--- src/rtl/ulcd_defines.vh ---
// constants for the usb line coding and attach detect block
// assumes one core clock of 200 MHz and an axi4-lite bus master
`ifndef ULCD_DEFINES_VH
`define ULCD_DEFINES_VH
// clock and line rates
`define ULCD_CLK_MHZ 8'hc8
`define ULCD_ENG_MHZ 8'h30
`define ULCD_CLK_KHZ 200000
`define ULCD_IDLE_MS 3
`define ULCD_IDLE_CYCLES (`ULCD_IDLE_MS * `ULCD_CLK_KHZ)
// register byte offsets
`define ULCD_A_CTRL 8'h00
`define ULCD_A_CFG 8'h04
`define ULCD_A_STAT 8'h08
`define ULCD_A_ADDR 8'h0c
`define ULCD_A_FRML 8'h10
`define ULCD_A_FRMH 8'h14
`define ULCD_A_IFLG 8'h18
`define ULCD_A_IEN 8'h1c
`define ULCD_A_EFLG 8'h20
`define ULCD_A_EEN 8'h24
`define ULCD_A_EP0 8'h28
`define ULCD_A_EP7 8'h44
`define ULCD_A_TXD 8'h48
`define ULCD_A_TXCMD 8'h4c
`define ULCD_A_RXD 8'h50
`define ULCD_A_LINE 8'h54
// field positions and writable masks
`define ULCD_B_EN 3
`define ULCD_B_SOF 6
`define ULCD_B_IDLE 4
`define ULCD_B_TRN 3
`define ULCD_B_ACTV 2
`define ULCD_B_UERR 1
`define ULCD_B_STUFF 7
`define ULCD_B_DFN8 3
`define ULCD_B_CRC16 2
`define ULCD_M_CTRL 8'h7e
`define ULCD_M_CFG 8'h97
`define ULCD_M_ADDR 8'h7f
`define ULCD_M_IEN 8'h7f
`define ULCD_M_EEN 8'h9f
`define ULCD_M_EP 8'h1f
`define ULCD_M_IFLG 8'h5c
`define ULCD_M_EFLG 8'h8c
// packet constants
`define ULCD_SYNC 8'h80
`define ULCD_PID_SOF 8'ha5
`define ULCD_CRC_INIT 16'hffff
`define ULCD_CRC_POLY 16'h8005
`define ULCD_CRC_RES 16'h800d
`define ULCD_RESP_OK 2'h0
`define ULCD_RESP_ERR 2'h2
`endif

--- src/rtl/ulcd_top.v ---
// usb full-speed line coding engine with attach detect and axi4-lite regs
// assumes a synchronous aclk, external transceiver pins split in/out/oe
//
// Behaviour
// - each zero bit sent or received toggles the line between j and k
// - a one bit leaves the line unchanged, stuffed bits excepted
// - stuff bits are added on transmit and dropped on receive by hardware
// - nrzi coding plus crc16 generation and checking are done in hardware
// - device drives the cable only while sending; otherwise it just listens
// - the engine paces bits from a 48 MHz rate, four ticks per bit
// - engine rate is separate from the core clock rate
// - changes on either data line are sensed to detect attachment
// - change sensing works only while the module enable bit is clear
// - setting the module enable bit turns change sensing off by itself
// - over 3 ms without bus traffic sets the idle detect flag
//
// Chosen here: register access over AXI4-Lite and the register addresses.
`timescale 1ns/1ps
`include "ulcd_defines.vh"

// byte fifo between the register bus and the transmitter
module ulcd_fifo #(
	parameter WIDTH = 8,
	parameter DEPTH = 16,
	parameter AW = 4
) (
	input wire aclk,
	input wire aresetn,
	input wire [WIDTH-1:0] s_data,
	input wire s_valid,
	output wire s_ready,
	output wire [WIDTH-1:0] m_data,
	output wire m_valid,
	input wire m_ready
);
	reg [WIDTH-1:0] mem [0:DEPTH-1];
	reg [AW:0] wp;
	reg [AW:0] rp;
	wire full = (wp[AW] != rp[AW]) && (wp[AW-1:0] == rp[AW-1:0]);
	wire empty = (wp == rp);
	assign s_ready = ~full;
	assign m_valid = ~empty;
	assign m_data = mem[rp[AW-1:0]];
	// pointers carry one extra wrap bit so full and empty differ
	always @(posedge aclk)
	begin
		if (!aresetn)
		begin
			wp <= {(AW+1){1'b0}};
			rp <= {(AW+1){1'b0}};
		end
		else
		begin
			if (s_valid && !full)
			begin
				mem[wp[AW-1:0]] <= s_data;
				wp <= wp + 1'b1;
			end
			if (m_ready && !empty)
				rp <= rp + 1'b1;
		end
	end
endmodule // ulcd_fifo

module ulcd_top #(
	parameter IDLE_CYCLES = `ULCD_IDLE_CYCLES
) (
	input wire aclk,
	input wire aresetn,
	input wire [7:0] s_axi_awaddr,
	input wire s_axi_awvalid,
	output wire s_axi_awready,
	input wire [31:0] s_axi_wdata,
	input wire [3:0] s_axi_wstrb,
	input wire s_axi_wvalid,
	output wire s_axi_wready,
	output reg [1:0] s_axi_bresp,
	output reg s_axi_bvalid,
	input wire s_axi_bready,
	input wire [7:0] s_axi_araddr,
	input wire s_axi_arvalid,
	output wire s_axi_arready,
	output reg [31:0] s_axi_rdata,
	output reg [1:0] s_axi_rresp,
	output reg s_axi_rvalid,
	input wire s_axi_rready,
	input wire dp_in,
	output wire dp_out,
	output wire dp_oe,
	input wire dm_in,
	output wire dm_out,
	output wire dm_oe
);
	localparam TX_IDLE = 2'h0;
	localparam TX_BITS = 2'h1;
	localparam TX_CRC = 2'h2;
	localparam TX_EOP = 2'h3;
	localparam RX_HUNT = 2'h0;
	localparam RX_DATA = 2'h1;
	localparam RX_WAIT = 2'h2;

	reg [7:0] usb_control, usb_configuration, transfer_status;
	reg [7:0] device_address, frame_number_low, frame_number_high;
	reg [7:0] usb_interrupt_flags, usb_interrupt_enables;
	reg [7:0] usb_error_flags, usb_error_enables, rx_data;
	reg [7:0] ep_ctrl [0:7];
	reg attach_flag;
	wire module_enable_bit = usb_control[`ULCD_B_EN];

	// engine tick at 48 MHz by fractional accumulation, bit tick every 4
	reg [7:0] acc;
	reg [1:0] tick_cnt;
	reg bit_en;
	wire [8:0] acc_sum = {1'b0, acc} + {1'b0, `ULCD_ENG_MHZ};
	wire eng_en = (acc_sum >= {1'b0, `ULCD_CLK_MHZ});
	always @(posedge aclk)
	begin
		if (!aresetn)
		begin
			acc <= 8'h00;
			tick_cnt <= 2'h0;
			bit_en <= 1'b0;
		end
		else
		begin
			acc <= eng_en ? acc_sum[7:0] - `ULCD_CLK_MHZ : acc_sum[7:0];
			if (eng_en)
				tick_cnt <= tick_cnt + 2'h1;
			bit_en <= eng_en && (tick_cnt == 2'h3);
		end
	end

	// pin synchronisers; level moves once stages two and three agree
	reg [2:0] dp_sy, dm_sy;
	reg dp_l, dm_l, dp_prev, dm_prev;
	always @(posedge aclk)
	begin
		if (!aresetn)
		begin
			// detached lines rest high on pull-ups; no false edge
			dp_sy <= 3'h7;
			dm_sy <= 3'h7;
			dp_l <= 1'b1;
			dm_l <= 1'b1;
			dp_prev <= 1'b1;
			dm_prev <= 1'b1;
		end
		else
		begin
			dp_sy <= {dp_sy[1:0], dp_in};
			dm_sy <= {dm_sy[1:0], dm_in};
			if (dp_sy[1] == dp_sy[2])
				dp_l <= dp_sy[2];
			if (dm_sy[1] == dm_sy[2])
				dm_l <= dm_sy[2];
			dp_prev <= dp_l;
			dm_prev <= dm_l;
		end
	end
	wire line_j = dp_l & ~dm_l;
	wire line_se0 = ~dp_l & ~dm_l;
	// attach sensing is gated by the enable bit, no firmware step needed
	wire attach_set = ~module_enable_bit &
		((dp_l != dp_prev) | (dm_l != dm_prev));

	// bus write side; tx data writes stall while the fifo is full
	wire wr_txd = (s_axi_awaddr == `ULCD_A_TXD);
	wire fifo_s_ready;
	wire wr_fire = s_axi_awvalid & s_axi_wvalid & ~s_axi_bvalid &
		~(wr_txd & ~fifo_s_ready);
	assign s_axi_awready = wr_fire;
	assign s_axi_wready = wr_fire;
	wire wr_en = wr_fire & s_axi_wstrb[0];
	wire [7:0] wd = s_axi_wdata[7:0];
	wire [7:0] fifo_m_data;
	wire fifo_m_valid;
	reg fifo_pop;
	ulcd_fifo #(.WIDTH(8), .DEPTH(16), .AW(4)) i_ulcd_fifo (
		.aclk(aclk),
		.aresetn(aresetn),
		.s_data(wd),
		.s_valid(wr_en & wr_txd),
		.s_ready(fifo_s_ready),
		.m_data(fifo_m_data),
		.m_valid(fifo_m_valid),
		.m_ready(fifo_pop)
	);
	function wr_at;
		input [7:0] a;
		begin
			wr_at = wr_en && (s_axi_awaddr == a);
		end
	endfunction
	wire wr_ep = wr_en && (s_axi_awaddr >= `ULCD_A_EP0) &&
		(s_axi_awaddr <= `ULCD_A_EP7) && (s_axi_awaddr[1:0] == 2'h0);
	wire [7:0] ep_off = s_axi_awaddr - `ULCD_A_EP0;
	wire map_w = (s_axi_awaddr <= `ULCD_A_LINE) &&
		(s_axi_awaddr[1:0] == 2'h0);

	// transmitter state
	reg [1:0] tx_st;
	reg [7:0] tx_sr;
	reg [3:0] tx_cnt;
	reg [2:0] tx_ones;
	reg [1:0] tx_bytes;
	reg [15:0] tx_crc;
	reg tx_crc_on, tx_level, tx_se0, tx_oe;
	reg tx_done;
	wire tx_start = wr_at(`ULCD_A_TXCMD) & wd[0] & (tx_st == TX_IDLE) &
		fifo_m_valid & module_enable_bit;
	wire tx_bit = (tx_st == TX_CRC) ? ~tx_crc[15] : tx_sr[0];
	wire tx_stuff = (tx_ones == 3'h6);
	wire tx_fb = tx_crc[15] ^ tx_bit;
	// line is driven only while this end sends
	assign dp_oe = tx_oe;
	assign dm_oe = tx_oe;
	assign dp_out = ~tx_se0 & tx_level;
	assign dm_out = ~tx_se0 & ~tx_level;

	// fifo pops at the last bit of a byte when more bytes wait
	always @*
	begin
		fifo_pop = bit_en && (tx_st == TX_BITS) && !tx_stuff &&
			(tx_cnt == 4'h7) && fifo_m_valid;
	end

	// serialiser: stuff, nrzi, crc16 over bytes after the pid
	always @(posedge aclk)
	begin
		if (!aresetn)
		begin
			tx_st <= TX_IDLE;
			tx_sr <= 8'h00;
			tx_cnt <= 4'h0;
			tx_ones <= 3'h0;
			tx_bytes <= 2'h0;
			tx_crc <= `ULCD_CRC_INIT;
			tx_crc_on <= 1'b0;
			tx_level <= 1'b1;
			tx_se0 <= 1'b0;
			tx_oe <= 1'b0;
			tx_done <= 1'b0;
		end
		else
		begin
			tx_done <= 1'b0;
			case (tx_st)
			TX_IDLE:
				if (tx_start)
				begin
					tx_st <= TX_BITS;
					tx_sr <= `ULCD_SYNC;
					tx_cnt <= 4'h0;
					tx_ones <= 3'h0;
					tx_bytes <= 2'h0;
					tx_crc <= `ULCD_CRC_INIT;
					tx_crc_on <= 1'b0;
					tx_level <= 1'b1;
					tx_oe <= 1'b1;
				end
			TX_BITS, TX_CRC:
				if (bit_en && tx_stuff)
				begin
					tx_level <= ~tx_level;
					tx_ones <= 3'h0;
				end
				else if (bit_en)
				begin
					// zero toggles, one holds the line
					tx_level <= tx_bit ? tx_level : ~tx_level;
					tx_ones <= tx_bit ? tx_ones + 3'h1 : 3'h0;
					tx_cnt <= tx_cnt + 4'h1;
					if (tx_st == TX_CRC)
						tx_crc <= {tx_crc[14:0], 1'b0};
					else
					begin
						tx_sr <= {1'b0, tx_sr[7:1]};
						if (tx_crc_on)
							tx_crc <= {tx_crc[14:0], 1'b0} ^
								(tx_fb ? `ULCD_CRC_POLY : 16'h0000);
					end
					if (tx_st == TX_CRC && tx_cnt == 4'hf)
					begin
						tx_st <= TX_EOP;
						tx_cnt <= 4'h0;
					end
					else if (tx_st == TX_BITS && tx_cnt == 4'h7)
					begin
						tx_cnt <= 4'h0;
						if (fifo_m_valid)
						begin
							tx_sr <= fifo_m_data;
							tx_crc_on <= (tx_bytes != 2'h0);
							if (tx_bytes != 2'h2)
								tx_bytes <= tx_bytes + 2'h1;
						end
						else
							tx_st <= (tx_bytes == 2'h2) ? TX_CRC : TX_EOP;
					end
				end
			TX_EOP:
				if (bit_en && tx_stuff)
				begin
					// six ones ended the data: stuff before the eop
					tx_level <= ~tx_level;
					tx_ones <= 3'h0;
				end
				else if (bit_en)
				begin
					// two bit times of se0, then one of j, then release
					tx_cnt <= tx_cnt + 4'h1;
					tx_se0 <= (tx_cnt < 4'h2);
					tx_level <= 1'b1;
					if (tx_cnt == 4'h3)
					begin
						tx_st <= TX_IDLE;
						tx_oe <= 1'b0;
						tx_se0 <= 1'b0;
						tx_done <= 1'b1;
					end
				end
			default:
				tx_st <= TX_IDLE;
			endcase
		end
	end

	// receiver: sampled at the bit tick, no phase recovery beyond that
	reg [1:0] rx_st;
	reg [7:0] rx_sr;
	reg [2:0] rx_cnt;
	reg [2:0] rx_ones;
	reg [1:0] rx_bytes;
	reg [7:0] rx_pid;
	reg [15:0] rx_crc;
	reg rx_prev;
	reg rx_done, rx_crc_err, rx_dfn_err, rx_stuff_err, rx_sof;
	wire rx_bit = (dp_l == rx_prev);
	wire rx_on = module_enable_bit & ~tx_oe;
	wire rx_fb = rx_crc[15] ^ rx_bit;
	wire [7:0] rx_byte = {rx_bit, rx_sr[7:1]};
	always @(posedge aclk)
	begin
		if (!aresetn)
		begin
			rx_st <= RX_HUNT;
			rx_sr <= 8'h00;
			rx_cnt <= 3'h0;
			rx_ones <= 3'h0;
			rx_bytes <= 2'h0;
			rx_pid <= 8'h00;
			rx_crc <= `ULCD_CRC_INIT;
			rx_prev <= 1'b1;
			rx_done <= 1'b0;
			rx_crc_err <= 1'b0;
			rx_dfn_err <= 1'b0;
			rx_stuff_err <= 1'b0;
			rx_sof <= 1'b0;
			rx_data <= 8'h00;
			frame_number_low <= 8'h00;
			frame_number_high <= 8'h00;
		end
		else
		begin
			rx_done <= 1'b0;
			rx_crc_err <= 1'b0;
			rx_dfn_err <= 1'b0;
			rx_stuff_err <= 1'b0;
			rx_sof <= 1'b0;
			if (bit_en)
				rx_prev <= dp_l;
			if (!rx_on)
				rx_st <= RX_HUNT;
			else if (bit_en)
			case (rx_st)
			RX_HUNT:
			begin
				// decoded bits shift in until the sync pattern lines up
				rx_sr <= line_se0 ? 8'h00 : rx_byte;
				rx_cnt <= 3'h0;
				rx_ones <= 3'h1;
				rx_bytes <= 2'h0;
				rx_crc <= `ULCD_CRC_INIT;
				if (!line_se0 && rx_byte == `ULCD_SYNC)
					rx_st <= RX_DATA;
			end
			RX_DATA:
				if (line_se0)
				begin
					rx_st <= RX_WAIT;
					rx_done <= 1'b1;
					rx_dfn_err <= (rx_cnt != 3'h0);
					rx_crc_err <= (rx_bytes == 2'h3) &&
						(rx_crc != `ULCD_CRC_RES);
				end
				else if (rx_ones == 3'h6)
				begin
					// seventh one is a stuffing fault, a zero is dropped
					rx_ones <= 3'h0;
					if (rx_bit)
					begin
						rx_stuff_err <= 1'b1;
						rx_st <= RX_WAIT;
					end
				end
				else
				begin
					rx_ones <= rx_bit ? rx_ones + 3'h1 : 3'h0;
					rx_sr <= rx_byte;
					rx_cnt <= rx_cnt + 3'h1;
					if (rx_bytes != 2'h0)
						rx_crc <= {rx_crc[14:0], 1'b0} ^
							(rx_fb ? `ULCD_CRC_POLY : 16'h0000);
					if (rx_cnt == 3'h7)
					begin
						rx_data <= rx_byte;
						if (rx_bytes != 2'h3)
							rx_bytes <= rx_bytes + 2'h1;
						if (rx_bytes == 2'h0)
							rx_pid <= rx_byte;
						if (rx_bytes == 2'h1 && rx_pid == `ULCD_PID_SOF)
							frame_number_low <= rx_byte;
						if (rx_bytes == 2'h2 && rx_pid == `ULCD_PID_SOF)
						begin
							frame_number_high <= {5'h00, rx_byte[2:0]};
							rx_sof <= 1'b1;
						end
					end
				end
			RX_WAIT:
				if (line_j)
					rx_st <= RX_HUNT;
			default:
				rx_st <= RX_HUNT;
			endcase
		end
	end

	// idle timer restarts on any non-idle line state while enabled
	reg [19:0] idle_cnt;
	reg idle_hit;
	always @(posedge aclk)
	begin
		if (!aresetn || !module_enable_bit || !line_j || tx_oe)
		begin
			idle_cnt <= 20'h00000;
			idle_hit <= 1'b0;
		end
		else
		begin
			idle_hit <= (idle_cnt == IDLE_CYCLES[19:0]);
			if (idle_cnt <= IDLE_CYCLES[19:0])
				idle_cnt <= idle_cnt + 20'h00001;
		end
	end

	// register writes; hardware set beats a write-one clear
	wire [7:0] iflg_set = ({7'h00, idle_hit} << `ULCD_B_IDLE) |
		({7'h00, tx_done | rx_done} << `ULCD_B_TRN) |
		({7'h00, module_enable_bit & ~line_j} << `ULCD_B_ACTV) |
		({7'h00, rx_sof} << `ULCD_B_SOF);
	wire [7:0] eflg_set = ({7'h00, rx_stuff_err} << `ULCD_B_STUFF) |
		({7'h00, rx_dfn_err} << `ULCD_B_DFN8) |
		({7'h00, rx_crc_err} << `ULCD_B_CRC16);
	wire [7:0] iflg_clr = wr_at(`ULCD_A_IFLG) ? wd & `ULCD_M_IFLG : 8'h00;
	wire [7:0] eflg_clr = wr_at(`ULCD_A_EFLG) ? wd & `ULCD_M_EFLG : 8'h00;
	always @(posedge aclk)
	begin
		if (!aresetn)
		begin
			usb_control <= 8'h00;
			usb_configuration <= 8'h00;
			transfer_status <= 8'h00;
			device_address <= 8'h00;
			usb_interrupt_flags <= 8'h00;
			usb_interrupt_enables <= 8'h00;
			usb_error_flags <= 8'h00;
			usb_error_enables <= 8'h00;
			attach_flag <= 1'b0;
		end
		else
		begin
			if (wr_at(`ULCD_A_CTRL))
				usb_control <= wd & `ULCD_M_CTRL;
			if (wr_at(`ULCD_A_CFG))
				usb_configuration <= wd & `ULCD_M_CFG;
			if (wr_at(`ULCD_A_ADDR))
				device_address <= wd & `ULCD_M_ADDR;
			if (wr_at(`ULCD_A_IEN))
				usb_interrupt_enables <= wd & `ULCD_M_IEN;
			if (wr_at(`ULCD_A_EEN))
				usb_error_enables <= wd & `ULCD_M_EEN;
			// direction bit records whether the last packet was sent
			if (tx_done | rx_done)
				transfer_status <= {5'h00, tx_done, 2'h0};
			usb_interrupt_flags <= (usb_interrupt_flags & ~iflg_clr) |
				iflg_set;
			usb_error_flags <= (usb_error_flags & ~eflg_clr) | eflg_set;
			attach_flag <= (attach_flag &
				~(wr_at(`ULCD_A_LINE) & wd[0])) | attach_set;
		end
	end

	// endpoint control bytes, one per endpoint
	genvar gi;
	generate
		for (gi = 0; gi < 8; gi = gi + 1)
		begin : g_ep
			always @(posedge aclk)
			begin
				if (!aresetn)
					ep_ctrl[gi] <= 8'h00;
				else if (wr_ep && ep_off[4:2] == gi)
					ep_ctrl[gi] <= wd & `ULCD_M_EP;
			end
		end
	endgenerate

	// write response; unmapped offsets answer slverr
	always @(posedge aclk)
	begin
		if (!aresetn)
		begin
			s_axi_bvalid <= 1'b0;
			s_axi_bresp <= `ULCD_RESP_OK;
		end
		else if (wr_fire)
		begin
			s_axi_bvalid <= 1'b1;
			s_axi_bresp <= map_w ? `ULCD_RESP_OK : `ULCD_RESP_ERR;
		end
		else if (s_axi_bready)
			s_axi_bvalid <= 1'b0;
	end

	// read side: one registered answer, data held until rready
	wire rd_fire = s_axi_arvalid & ~s_axi_rvalid;
	assign s_axi_arready = rd_fire;
	wire [7:0] ra = s_axi_araddr;
	wire [7:0] ra_ep = ra - `ULCD_A_EP0;
	reg [7:0] rd_val;
	reg rd_ok;
	always @*
	begin
		rd_ok = (ra[1:0] == 2'h0) && (ra <= `ULCD_A_LINE);
		rd_val = 8'h00;
		case (ra)
		`ULCD_A_CTRL: rd_val = usb_control;
		`ULCD_A_CFG: rd_val = usb_configuration;
		`ULCD_A_STAT: rd_val = transfer_status;
		`ULCD_A_ADDR: rd_val = device_address;
		`ULCD_A_FRML: rd_val = frame_number_low;
		`ULCD_A_FRMH: rd_val = frame_number_high;
		`ULCD_A_IFLG: rd_val = usb_interrupt_flags |
			({7'h00, |(usb_error_flags & usb_error_enables)}
			<< `ULCD_B_UERR);
		`ULCD_A_IEN: rd_val = usb_interrupt_enables;
		`ULCD_A_EFLG: rd_val = usb_error_flags;
		`ULCD_A_EEN: rd_val = usb_error_enables;
		`ULCD_A_RXD: rd_val = rx_data;
		`ULCD_A_LINE: rd_val = {5'h00, dm_l, dp_l, attach_flag};
		`ULCD_A_TXCMD: rd_val = {6'h00, fifo_m_valid, tx_oe};
		default:
			if (ra >= `ULCD_A_EP0 && ra <= `ULCD_A_EP7)
				rd_val = ep_ctrl[ra_ep[4:2]];
		endcase
	end
	always @(posedge aclk)
	begin
		if (!aresetn)
		begin
			s_axi_rvalid <= 1'b0;
			s_axi_rdata <= 32'h00000000;
			s_axi_rresp <= `ULCD_RESP_OK;
		end
		else if (rd_fire)
		begin
			s_axi_rvalid <= 1'b1;
			s_axi_rdata <= {24'h000000, rd_val};
			s_axi_rresp <= rd_ok ? `ULCD_RESP_OK : `ULCD_RESP_ERR;
		end
		else if (s_axi_rready)
			s_axi_rvalid <= 1'b0;
	end
endmodule // ulcd_top

--- config.mk ---
export PLATFORM = sky130hd
export DESIGN_NAME = ulcd_top
export DESIGN_NICKNAME = d
export VERILOG_FILES = /design/src/rtl/ulcd_top.v
export VERILOG_INCLUDE_DIRS = /design/src /design/src/rtl
export SDC_FILE = /design/constraint.sdc
export NUM_CORES = 1
export LEC_CHECK = 0
export BUFFER_PORTS_ARGS = -buffer_cell sky130_fd_sc_hd__buf_4
export CORE_ASPECT_RATIO = 1.5
export CORE_MARGIN = 2
export CORE_UTILIZATION = 55
export CTS_CLUSTER_SIZE = 28
export DETAILED_ROUTE_END_ITERATION = 10
export PLACE_DENSITY_LB_ADDON = 0.3
export SLEW_MARGIN = 20
export SYNTH_ARGS = -nofsm -noshare
export SYNTH_HDL_FRONTEND = slang
export SYNTH_SLANG_ARGS = --single-unit
--- constraint.sdc ---
create_clock -name aclk -period 2.7 [get_ports aclk]
set_input_delay 0.54 -clock aclk [delete_from_list [all_inputs] [get_ports aclk]]
set_output_delay 0.54 -clock aclk [all_outputs]
set_load 0.01 [all_outputs]
Yosys cells after proc, flatten, opt, wreduce, memory -nomap -nowiden
Memory sizes are Yosys's and may differ from the RTL's. A register that Yosys moved wholly into a read port is not among the register bits.
Index checks and enable logic that the tools add are counted.
{"block": "word_totals", "ram_bits": 168, "word_cells": 472, "n_memories": 2, "out_inout_bits": 45, "regBits": 222, "inputBits": 61}
{"memory": "i_ulcd_fifo.mem", "words": 16, "width": 8, "rd": 1, "rd_ports_with_merged_regs": 1, "wr": 1, "line": "ulcd_top.v:36", "source": "reg [WIDTH-1:0] mem [0:DEPTH-1];"}
{"memory": "ep_ctrl", "words": 8, "width": 5, "rd": 1, "rd_ports_with_merged_regs": 0, "wr": 8, "line": "ulcd_top.v:106", "source": "reg [7:0] ep_ctrl [0:7];"}
{"block": "classes", "n_bitwise": 70, "n_lt_le_gt_ge": 9, "n_eq_ne": 84, "n_reduce_logical": 91, "muxes": 148, "n_addsub": 14}
{"op": "$mux 16", "n": 10}
{"op": "$mux 8", "n": 13}
{"op": "$pmux 8 s13", "n": 1}
{"op": "$pmux 16 s2", "n": 2}
{"op": "$mux 1", "n": 54}
{"op": "$mux 2", "n": 27}
{"op": "$eq 8x5->1 const B", "n": 6}
{"op": "$eq 8x7->1 const B", "n": 6}
{"op": "$mux 5", "n": 8}
{"op": "$ne 2x2->1 const B", "n": 20}
{"op": "$logic_and 1x1->1", "n": 38}
{"op": "$mux 4", "n": 9}
{"op": "$reduce_and 7->1", "n": 5}
{"op": "$eq 8x6->1 const B", "n": 4}
{"op": "$le 8x7->1 const B", "n": 4}
{"op": "$pmux 8 s2", "n": 2}
{"op": "$xor 16x16->16", "n": 2}
{"op": "$mux 3", "n": 10}
{"op": "$reduce_and 5->1", "n": 6}
{"op": "$and 8x8->8", "n": 3}
{"op": "$eq 8x4->1 const B", "n": 3}
{"op": "$not 1->1", "n": 22}
{"op": "$eq 3x3->1 const B", "n": 7}
{"op": "$ne 3x3->1 const B", "n": 7}
{"op": "66 further kinds", "n": 147}

Longest topological paths before layout
Gate-level depths: netlist of the first run.
{"block": "depth", "word_depth": 14, "depth_mapped": 10, "depth_no_buf": 8}

Cells and area by module
A second synthesis of the first run with hierarchy kept.
{"block": "unflattened", "cells_unflattened": 1588, "area_unflattened_um2": 17369.2}
{"mod": "ulcd_top", "seq_area_each_um2": 5144.9, "cells_each": 1304, "n_inst": 1, "area_each_um2": 11583.6}
{"mod": "ulcd_fifo", "seq_area_each_um2": 4124.0, "cells_each": 284, "n_inst": 1, "area_each_um2": 5785.5}

Least setup slack after synthesis of the first run
No wires, ideal clock.
{"block": "synth_timing", "kind": "input-to-reg", "start": "input port s_axi_awaddr[3]", "end": "memory i_ulcd_fifo.mem[0][0], enable pin", "setup_ns": 0.383, "path_slack_ns": -0.198, "n_path_buf": 1, "path_stages": 6, "t_arrival_ns": 2.515, "t_required_ns": 2.317, "cell_sequence": "clkbuf_1 -> nand2b_1 -> or3_1 -> a2111oi_2 -> nand2_1 -> nor3_1"}
{"block": "synth_via", "elab_chain_cells": 10}
{"element": "start: declaration", "line": "ulcd_top.v:70", "source": "input wire [7:0] s_axi_awaddr,"}
{"element": "$eq 8x7->1 (no source line) (*)"}
{"element": "$and 1x1->1", "line": "ulcd_top.v:170", "source": "~(wr_txd & ~fifo_s_ready);"}
{"element": "$not 1->1", "line": "ulcd_top.v:170"}
{"element": "$and 1x1->1", "line": "ulcd_top.v:169", "source": "wire wr_fire = s_axi_awvalid & s_axi_wvalid & ~s_axi_bvalid &"}
{"element": "$and 1x1->1", "line": "ulcd_top.v:173", "source": "wire wr_en = wr_fire & s_axi_wstrb[0];"}
{"element": "$and 1x1->1 (*)", "line": "ulcd_top.v:182", "source": ".s_valid(wr_en & wr_txd),"}
{"element": "$logic_and 1x1->1 (*)", "line": "ulcd_top.v:54", "source": "if (s_valid && !full)"}
{"element": "$mux 1 (*)", "line": "ulcd_top.v:54"}
{"element": "$mux 1 (*)", "line": "ulcd_top.v:47", "source": "if (!aresetn)"}
{"element": "$mux 1 (not written as such) (*)", "line": "ulcd_top.v:56", "source": "mem[wp[AW-1:0]] <= s_data;"}
{"element": "end: declaration", "line": "ulcd_top.v:36"}
Every way passes the cells marked *; elsewhere a longest branch is shown, timed or not.

Worst setup path after layout of the first run
{"block": "layout_timing", "start": "register i_ulcd_fifo.rp[2]", "end": "output port s_axi_awready"}
{"block": "layout_via", "elab_chain_cells": 5}
{"element": "start: declaration", "line": "ulcd_top.v:38", "source": "reg [AW:0] rp;"}
{"element": "start signal: assignment", "line": "ulcd_top.v:50", "source": "rp <= {(AW+1){1'b0}};"}
{"element": "start signal: assignment", "line": "ulcd_top.v:60", "source": "rp <= rp + 1'b1;"}
{"element": "$eq 4x4->1", "line": "ulcd_top.v:39", "source": "wire full = (wp[AW] != rp[AW]) && (wp[AW-1:0] == rp[AW-1:0]);"}
{"element": "$logic_and 1x1->1", "line": "ulcd_top.v:39"}
{"element": "$and 1x1->1", "line": "ulcd_top.v:170"}
{"element": "$not 1->1", "line": "ulcd_top.v:170"}
{"element": "$and 1x1->1", "line": "ulcd_top.v:169"}
{"element": "end: declaration", "line": "ulcd_top.v:72", "source": "output wire s_axi_awready,"}
No other way between the ends.

==> metrics.yaml, run 1 <==
run_status:
  status: "finished, final reports clean"
floorplanning:
  core_sq_mm: 0.0303
  chipWidth_um: 147
  die_h_um: 219
  ios: 106
  initial_core_util_pct: 56.0
  die_area_sq_mm: 0.0322
  core.rowCount: 78
worst_setup_path:
  worstSetupPathType: "reg2out"
  cp_common_cell: "buf_4"
  worstSetupEndpointType: "primary output"
  critPathMaxStageDelay_ns: 0.35
  critPathLaunchType: "register"
  cpMaxStageDelayCell: "dfxtp_1"
  worst_ep_arrival_time_ns: 2.05
  cp_num_buf_inv: 2
  path_cells: "xor2_1 -> nor4_4 -> nor4b_2 -> buf_4 -> nor3_2 -> buf_4"
  crit_family: "simple AND/OR/NAND/NOR gates"
  reg2regPathDepth: 5
  path_max_fanout: 4
  required_ns: 2.16
  path_depth: 6
grt:
  grt_first_pass_wirelength_mm: 64.9
  grt_pass1_vias: 12200
  grt_usage_pct: 25.6
  antenna_found_initial: 0
  grt_max_degree: 109
  gr-total-overflow: 0
logic_synthesis:
  syn_area_sq_mm: 0.0169
  seq_area_frac_synth_pct: 54.8
  synth.most_common_cell: "nor2_1"
  synth_cell_type_count: 81
  synth_area_per_cell_sq_um: 10.9
  synth_top_area_share_pct: 29.8
  yosysWarnings: 0
  ys_ff_latch: 379
  ys.flop_type: "dfxtp_1"
  yosys-top-cells-count: "nor2_1, dfxtp_1, edfxtp_1, nand2_1, a21oi_1"
  synth_cells: 1559
  synth_top_cell_by_area: "edfxtp_1"
  synth.area.top_cells: "edfxtp_1, dfxtp_1, mux4_2"
  synthArstFlopShare_pct: 0
  synth_edf_count: 168
clock_tree:
  insertion_delay_ns: 0.55
  cts_made_buffers: 36
  numClockSinks: 379
  cts_tree: "done"
  htree_levels: 2
  ctsHoldBuffers: 0
  ctsRootBufferMaster: "clkbuf_16"
  clockBufferDepth: 3
  clk_pin_slew_ns: 0.06
power:
  p_total_uw: 11400
  switching_share_pct: 22.8
  p_int_uw: 8820
  net-switching-power_uw: 2600
  powerDensity_mw_per_mm2: 596
  vdd_drop_max_v: 0.000594
  p_leak_uw: 0.00692
  seq_power_share_pct: 53.2
  clockPowerShare_pct: 41.9
  combPwrFrac_pct: 4.9
detailed_routing:
  drt_iter0_markers: 922
  ant_nets: 0
  first_pass_iters: 9
  via_per_inst: 5.90
  via_count: 12200
  wirelength_mm: 40.6
  detail_route.wl_per_cell_um: 19.6
  drc: 0
finish:
  final_nets: 1732
  fillers: 2348
  drive_gt1_share_pct: 16.2
  area_growth_pct: 13.2
  diodes: 0
  postLayoutCellArea_sq_mm: 0.0192
timing:
  finalHoldViolCount: 0
  fmax_ghz: 0.386
  finalCritPeriodShare_pct: 96.0
  setup_ws_ns: 0.109
  fin_setup_tns_ns: 0
  drv_slew: 0
  rsz0062_at_grt: "false"
  clock_skew_ns: 0.0318
  setup_violations: 0
  fin_crit_ns: 2.59
  maxSlewHeadroom_pct: 47.4
  worst_slew_pin_slew_ns: 0.787
placement:
  place_area_sq_mm: 0.0180
  portBuffers: 52
  place.gp.congestion: 0.981
  place_hpwl_mm: 28.4
  pre_cts_slack_ns: -0.0990
hold_path:
  holdPathStages: 2
  hp-class: "in2reg"
run:
  max_cap_viol_count: 0
layout by cell type, fill, tap and decap left out, types with 7 or more instances in the layout:
| cell | synthesis | routed |
|---|---|---|
| inv_1 | 37 | 36 |
| a32o_1 | 11 | 11 |
| a211oi_1 | 12 | 12 |
| conb_1 | 1 | 26 |
| nand2_1 | 129 | 129 |
| clkinv_2 | 0 | 7 |
| xnor2_1 | 28 | 28 |
| a22oi_1 | 14 | 14 |
| clkbuf_16 | 0 | 37 |
| mux4_2 | 49 | 49 |
| nor2b_1 | 10 | 10 |
| or3_1 | 11 | 11 |
| nand3_1 | 55 | 55 |
| dfxtp_1 | 211 | 210 |
| xor2_1 | 14 | 14 |
| ha_1 | 31 | 31 |
| edfxtp_1 | 168 | 168 |
| nand2b_1 | 25 | 25 |
| nand4_1 | 13 | 13 |
| nor3_1 | 38 | 35 |
| a21oi_1 | 72 | 72 |
| and3_1 | 11 | 11 |
| mux2i_1 | 66 | 66 |
| nor2_1 | 226 | 226 |
| buf_4 | 28 | 128 |
| o21ai_0 | 65 | 65 |
| nor4_1 | 25 | 24 |
| a31oi_1 | 9 | 9 |
final timing paths:
kind	endpoint	startpoint	slack, ns
hold reg to reg	dp_sy[1]	dp_sy[0]	0.42
setup reg to reg	tx_sr[1]	register	0.27
setup / recovery	s_axi_awready	i_ulcd_fifo.rp[2]	0.11
hold / removal	dm_sy[0]	dm_in	0.21
layout make-up:
| cell class | instances | area [sq um] | share of cell area (%) |
|---|---|---|---|
| clock buffers | 44 | 962 | 5.02 |
| inverters | 38 | 145 | 0.757 |
| clock inverters | 20 | 144 | 0.751 |
| repair buffers | 132 | 1040 | 5.43 |
| multi-input cells | 1053 | 7100 | 37.0 |
| flip-flops and latches | 379 | 9270 | 48.4 |
| well taps | 400 | 500 | 2.61 |
stage by stage:
stage	hold slack [ns]	cells	utilization, %
4_1_cts	0.205	2066	63.3
5_1_grt	0.207	2066	63.3
2_1_floorplan	0.386	1584	-
3_3_place_gp	0.391	2001	59.6
3_5_place_dp	0.392	2001	59.6
6_report	0.211	2066	63.3
power groups by stage:
stage	clock [uW]	sequential, uW	combinational, uW
after global routing	5090	6080	610
final	4780	6070	561
after global placement	0	6190	532
after floorplan	0	6190	364
after CTS	4880	6070	558
after detailed placement	0	6200	553
cells by family after synthesis:
logic type | share of synthesized area [%]
AND/OR/NAND/NOR | 16.7
adder cells (fa/ha/maj) | 2.29
multiplexers | 10.6
buffers and inverters | 4.07
XOR/XNOR | 2.17
AO/OA/AOI/OAI | 9.45
other | 0.0222
flip-flops | 54.8
registers in the layout (all words and copies together) (netlist names), 7 cells and up, named ones only:
signal and flops:
tx_crc 16, tx_sr 8, device_address 7, i_ulcd_fifo.mem 128, rx_sr 7, s_axi_rdata 8, ep_ctrl 40, usb_interrupt_enables 7
frame_number_low 8, idle_cnt 20, rx_data 8, rx_crc 16, rx_pid 8
layer usage:
metal  wire [um]  GRT usage (%)  part of all wire (%)  vias to the layer above
li1            -              -                     -                     5780
met1       15100           28.4                    37                     5934
met2       21900           48.1                    54                      370
met3        1770           3.51                   4.4                      104
met4        1850           11.9                   4.5                        0
met5           0              0                     0                        -
what timing repair did:
action,in CTS,in global routing
setup buffers,1,0
resized for setup,2,0
endpoints found under the hold margin,0,0
setup endpoints to repair,2,0
No activity file was read; power rests on OpenSTA's default activity.
==> run 2, diff against run 1 <==
--- a/config.mk
+++ b/config.mk
@@ -16,4 +16,5 @@
 export SLEW_MARGIN = 20
 export SYNTH_ARGS = -nofsm -noshare
 export SYNTH_HDL_FRONTEND = slang
+export SYNTH_HIERARCHICAL = 1
 export SYNTH_SLANG_ARGS = --single-unit
==> metrics.yaml, run 2 <==
run_status:
  status: "complete, but fails checks"
  violations: "setup timing"
logic_synthesis:
  syn_area_sq_mm: 0.0174
  synth.area.mux_share_pct: 11.4
  synth.most_common_cell: "dfxtp_1"
  synth_top_area_share_pct: 29.0
  synth_top_family_by_area: "simple AND/OR/NAND/NOR gates"
  synth-xor-area-share_pct: 1.10
  synth_cells: 1588
  synthSimpleGateAreaFrac_pct: 16.5
  synth_area_per_cell_sq_um: 10.9
  synthAdderAreaFrac_pct: 2.23
  ys_ff_latch: 379
  synth_edf_count: 168
  ys.flop_type: "dfxtp_1"
  synth_top_cell_by_area: "edfxtp_1"
  seq_area_frac_synth_pct: 53.4
  synth.area.top_cells: "edfxtp_1, dfxtp_1, mux2i_1"
  synth_cell_type_count: 92
  yosysWarnings: 6
  synth_compound_area_share_pct: 10.7
  yosys-top-cells-count: "dfxtp_1, edfxtp_1, nand2_1, nor2_1, a21oi_1"
  synthArstFlopShare_pct: 0
finish:
  final_common_cell: "dfxtp_1"
  final_nets: 1765
  postLayoutCellArea_sq_mm: 0.0200
  fillers: 2370
  fin_util_pct: 64.6
  drive_gt1_share_pct: 17.8
  largest_register_ffs: 128
  final_cell_mix: "dfxtp_1, edfxtp_1, nand2_1"
  diodes: 0
  area_growth_pct: 15.4
worst_setup_path:
  required_ns: 2.16
  path_max_fanout: 3
  cp_num_buf_inv: 1
  crit_family: "simple AND/OR/NAND/NOR gates"
  worstSetupPathType: "reg2out"
  critPathLaunchType: "register"
  reg2reg_from: "i_ulcd_fifo/wp[1]"
  startpoint: "i_ulcd_fifo/wp[1]"
  worstSetupEndpointType: "primary output"
  cpMaxStageDelayCell: "dfxtp_4"
  path_cells: "xnor2_2 -> and4_1 -> nand2_1 -> or3_4 -> nor3_4 -> nor2_4 -> buf_6"
  worst_ep_arrival_time_ns: 2.16
  critPathMaxStageDelay_ns: 0.36
timing:
  rsz0062_at_grt: "true"
  fin_setup_tns_ns: -0.00803
  fmax_ghz: 0.370
  worst_slew_pin_slew_ns: 1.01
  whs_ns: 0.198
  fin_crit_ns: 2.70
  finalHoldViolCount: 0
  setup_violations: 2
  maxSlewHeadroom_pct: 32.1
  setup_ws_ns: -0.00420
  clock_skew_ns: 0.0173
  finalCritPeriodShare_pct: 100
  drv_slew: 0
power:
  powerDensity_mw_per_mm2: 591
  p_leak_uw: 0.00696
  vdd_drop_max_v: 0.000665
grt:
  grt_max_degree: 63
  antenna_found_initial: 0
  grt_pass1_vias: 12400
  gr-total-overflow: 0
  grt_usage_pct: 25.0
  grt_first_pass_wirelength_mm: 65.7
clock_tree:
  ctsRootBufferMaster: "clkbuf_16"
  cts_tree: "done"
  cts_made_buffers: 37
  numClockSinks: 379
  htree_levels: 2
  insertion_delay_ns: 0.54
  ctsHoldBuffers: 0
  clk_pin_slew_ns: 0.06
  clockBufferDepth: 3
detailed_routing:
  first_pass_iters: 7
  via_per_inst: 5.95
  wirelength_mm: 40.7
  via_count: 12500
  ant_nets: 0
  detail_route.wl_per_cell_um: 19.3
  drc: 0
  drt_iter0_markers: 917
hold_path:
  hold_path_startpoint: "dp_in"
  hp-class: "in2reg"
floorplanning:
  die_area_sq_mm: 0.0330
  core.rowCount: 79
  ios: 106
  die_h_um: 222
  initial_core_util_pct: 56.0
  chipWidth_um: 149
  core_sq_mm: 0.0310
placement:
  place.gp.congestion: 0.894
  place_hpwl_mm: 27.8
  place_area_sq_mm: 0.0187
  portBuffers: 52
run:
  max_cap_viol_count: 0
==> run 2: changes by cell type in the layout (fill, tap and decap cells not counted), sizes merged, moves of 7 or more <==
cell   change
mux2i     +16
nand2      +8
a22oi      -7
o21ai     +27
xor2       -8
nor3      +11
or3       +11
xnor2     -13
nor2      -93
buf       +14
a21oi     +17
nor4      +11
==> run 2: power by group <==
part | internal (uW) | switching (uW)
registers | 6040 | 48.2
logic | 238 | 416
clock network | 2940 | 2170
==> run 2: cell families (layout without fill, tap and decap cells) <==
logic type / after synthesis / count (layout)
mux: 135 / 135
simple gates: 561 / 561
flops: 379 / 379
other cells: 1 / 26
xor+xnor: 21 / 21
buf+inv: 167 / 253
fa+ha+maj: 31 / 31
compound gates: 293 / 293
==> run 2: final cells by class <==
class	instances	area, sq um	share of cell area [%]
clock buffers	48	1010	5.04
flip-flops and latches	379	9290	46.3
multi-input cells	1067	7640	38.1
repair buffers	146	1270	6.34
well taps	405	507	2.53
clock inverters	17	175	0.874
inverters	42	158	0.786
==> run 2: layer usage <==
layer,global-route usage [%],wire length [um],up-vias
met2,44.0,20900,355
met1,31.5,16500,6071
met3,3.02,1970,78
met4,9.03,1260,0
li1,-,-,6019
met5,0,0,-
==> run 2: path summary, 6_finish.rpt <==
path	endpoint	slack, ns	cells past startpoint
min	dp_sy[0]	0.20	2
max reg2reg	ep_ctrl[6][1]	0.11	14
max	s_axi_wready	-0.004	7
min reg2reg	dp_sy[1]	0.43	1
==> run 2: worst register-to-register path, delay by kind of cell, from the launching register on <==
family | cells | cell delay [ns]
and+or+nand+nor | 7 | 1.07
DFF | 1 | 0.36
xor gates and xnor gates | 1 | 0.17
buffers and inverters | 6 | 0.72
==> run 2: what timing repair did <==
item | 4_1_cts | 5_1_grt
resized for setup | 22 | 5
setup endpoints to repair | 2 | 44
cloned | 0 | 0
pin swaps | 8 | 4
buffers inserted | 7 | 1
==> run 2: stage by stage <==
stage               setup WS [ns]  power [uW]  instances
floorplan                 -0.0275        6660       1613
finish                   -0.00420       11800       2104
global placement           0.0477        6820       2032
global route              -0.0927       12200       2104
detailed placement       -0.00119        6850       2032
CTS                       -0.0856       11900       2103
==> run 3, diff against run 2 <==
--- a/config.mk
+++ b/config.mk
@@ -6,12 +6,12 @@
 export SDC_FILE = /design/constraint.sdc
 export NUM_CORES = 1
 export LEC_CHECK = 0
-export BUFFER_PORTS_ARGS = -buffer_cell sky130_fd_sc_hd__buf_4
 export CORE_ASPECT_RATIO = 1.5
 export CORE_MARGIN = 2
-export CORE_UTILIZATION = 55
+export CORE_UTILIZATION = 58
 export CTS_CLUSTER_SIZE = 28
 export DETAILED_ROUTE_END_ITERATION = 10
+export DONT_BUFFER_PORTS = 1
 export PLACE_DENSITY_LB_ADDON = 0.3
 export SLEW_MARGIN = 20
 export SYNTH_ARGS = -nofsm -noshare
==> metrics.yaml, run 3 (same netlist as run 2, synthesis figures left out) <==
run_status:
  status: "complete, but fails checks"
  violations: "setup timing"
placement:
  pre_cts_slack_ns: 0.0142
  place_hpwl_mm: 27.2
  place.gp.congestion: 0.855
  portBuffers: 0
grt:
  grt_first_pass_wirelength_mm: 63.9
  use_met3_pct: 4.16
  gr-total-overflow: 0
  busiest_layer: "met2"
  grt_max_degree: 148
  grtUsageMet1_pct: 30.6
  grt_pass1_vias: 11900
  grt_use_met2_pct: 46.0
  grt_usage_pct: 25.3
  antenna_found_initial: 0
detailed_routing:
  via_per_inst: 6.13
  ant_nets: 0
  drc: 0
  wirelength_mm: 39.9
  via_count: 12400
  detail_route.wl_per_cell_um: 19.7
  drt_iter0_markers: 958
  first_pass_iters: 5
floorplanning:
  die_area_sq_mm: 0.0314
  chipWidth_um: 145
  core_sq_mm: 0.0295
  initial_core_util_pct: 58.9
  core.rowCount: 77
  ios: 106
  die_h_um: 216
hold_path:
  hold_path_startpoint: "s_axi_wdata[3]"
  hp-class: "in2reg"
clock_tree:
  clk_pin_slew_ns: 0.06
  ctsHoldBuffers: 0
  cts_made_buffers: 36
  numClockSinks: 379
  clockBufferDepth: 3
  htree_levels: 2
  insertion_delay_ns: 0.53
  cts_tree: "done"
  ctsRootBufferMaster: "clkbuf_16"
timing:
  fmax_ghz: 0.364
  clock_skew_ns: 0.0134
  setup_violations: 1
  worst_slew_pin_slew_ns: 1.07
  drv_slew: 0
  finalCritPeriodShare_pct: 102
  finalHoldViolCount: 0
  whs_ns: 0.103
  rsz0062_at_grt: "true"
  maxSlewHeadroom_pct: 28.7
  setup_ws_ns: -0.0451
  fin_crit_ns: 2.75
finish:
  final_common_cell: "dfxtp_1"
  diodes: 0
  fillers: 2233
  largest_register_ffs: 128
  drive_gt1_share_pct: 14.3
  final_nets: 1693
  area_growth_pct: 11.6
  final_cell_mix: "dfxtp_1, edfxtp_1, nand2_1"
run:
  max_cap_viol_count: 0
worst_setup_path:
  worstSetupPathType: "reg2out"
  path_cells: "xnor2_4 -> and4_1 -> nand2_2 -> or3_4 -> nor3_4 -> nor2_4 -> buf_6"
  worstSetupEndpointType: "primary output"
  startpoint: "i_ulcd_fifo/rp[0]"
  cpMaxStageDelayCell: "dfxtp_4"
  critPathLaunchType: "register"
  required_ns: 2.16
  reg2reg_from: "i_ulcd_fifo/rp[0]"
  reg2reg_slack_ns: 0.15
  critPathMaxStageDelay_ns: 0.37
  worst_ep_arrival_time_ns: 2.21
  path_max_fanout: 3
power:
  powerDensity_mw_per_mm2: 598
  vdd_drop_max_v: 0.000614
  p_leak_uw: 0.00659
## run 3: cell types whose count changed in the layout (fill, tap and decap cells not counted), sizes merged
cell	previous run	this run
buf	146	75
clkbuf	48	51
clkinvlp	2	0
bufinv	3	2
## run 3: final cells by class
type,instances,area (sq um),area share [%]
well taps,395,494,2.55
flip-flops and latches,379,9280,47.9
repair buffers,75,629,3.25
inverters,42,158,0.813
clock inverters,14,123,0.633
clock buffers,51,1060,5.46
multi-input cells,1067,7640,39.4
## run 3: layer usage
metal	routed length (um)	part of all wire, %
met2	21100	53
met1	15500	39
met4	993	2.5
met3	2320	5.8
met5	0	0
## run 3: worst max-delay path: cells and delay by family, from the launching register on
| kind | cells | cell delay, ns |
|---|---|---|
| XOR/XNOR | 1 | 0.18 |
| buffers and inverters | 1 | 0.14 |
| flip-flops | 1 | 0.37 |
| AND/OR/NAND/NOR | 5 | 1.00 |
## run 3: final timing paths
| kind | end | cells after the start |
|---|---|---|
| setup / recovery | s_axi_awready | 7 |
| hold / removal | i_ulcd_fifo/mem[6][3] | 0 |
| setup reg to reg | i_ulcd_fifo/rp[3] | 12 |
| hold reg to reg | dm_sy[1] | 1 |
## run 3: stage by stage
stage	setup TNS [ns]	std cells	util, %	instance area, sq um	total power, uW
finish	-0.0451	2023	65.7	19400	11600
global placement	0	1954	61.3	18100	6670
CTS	-0.0411	2020	65.5	19300	11700
global route	-0.115	2023	65.7	19400	11900
floorplan	-0.660	1613	-	17600	6660
detailed placement	0	1954	61.3	18100	6690
## run 3: what timing repair did
| item | in CTS | in global routing |
|---|---|---|
| setup endpoints to repair | 2 | 15 |
| pin swaps | 2 | 0 |
| setup buffers | 1 | 3 |
| resized for setup | 13 | 9 |
## run 3: report_power, final
group / leakage (uW) / switching [uW] / internal (uW)
logic: 0.00272 / 280 / 195
clock network: 0.000588 / 2090 / 2930
registers: 0.00329 / 53.5 / 6040
total: 0.00659 / 2430 / 9170
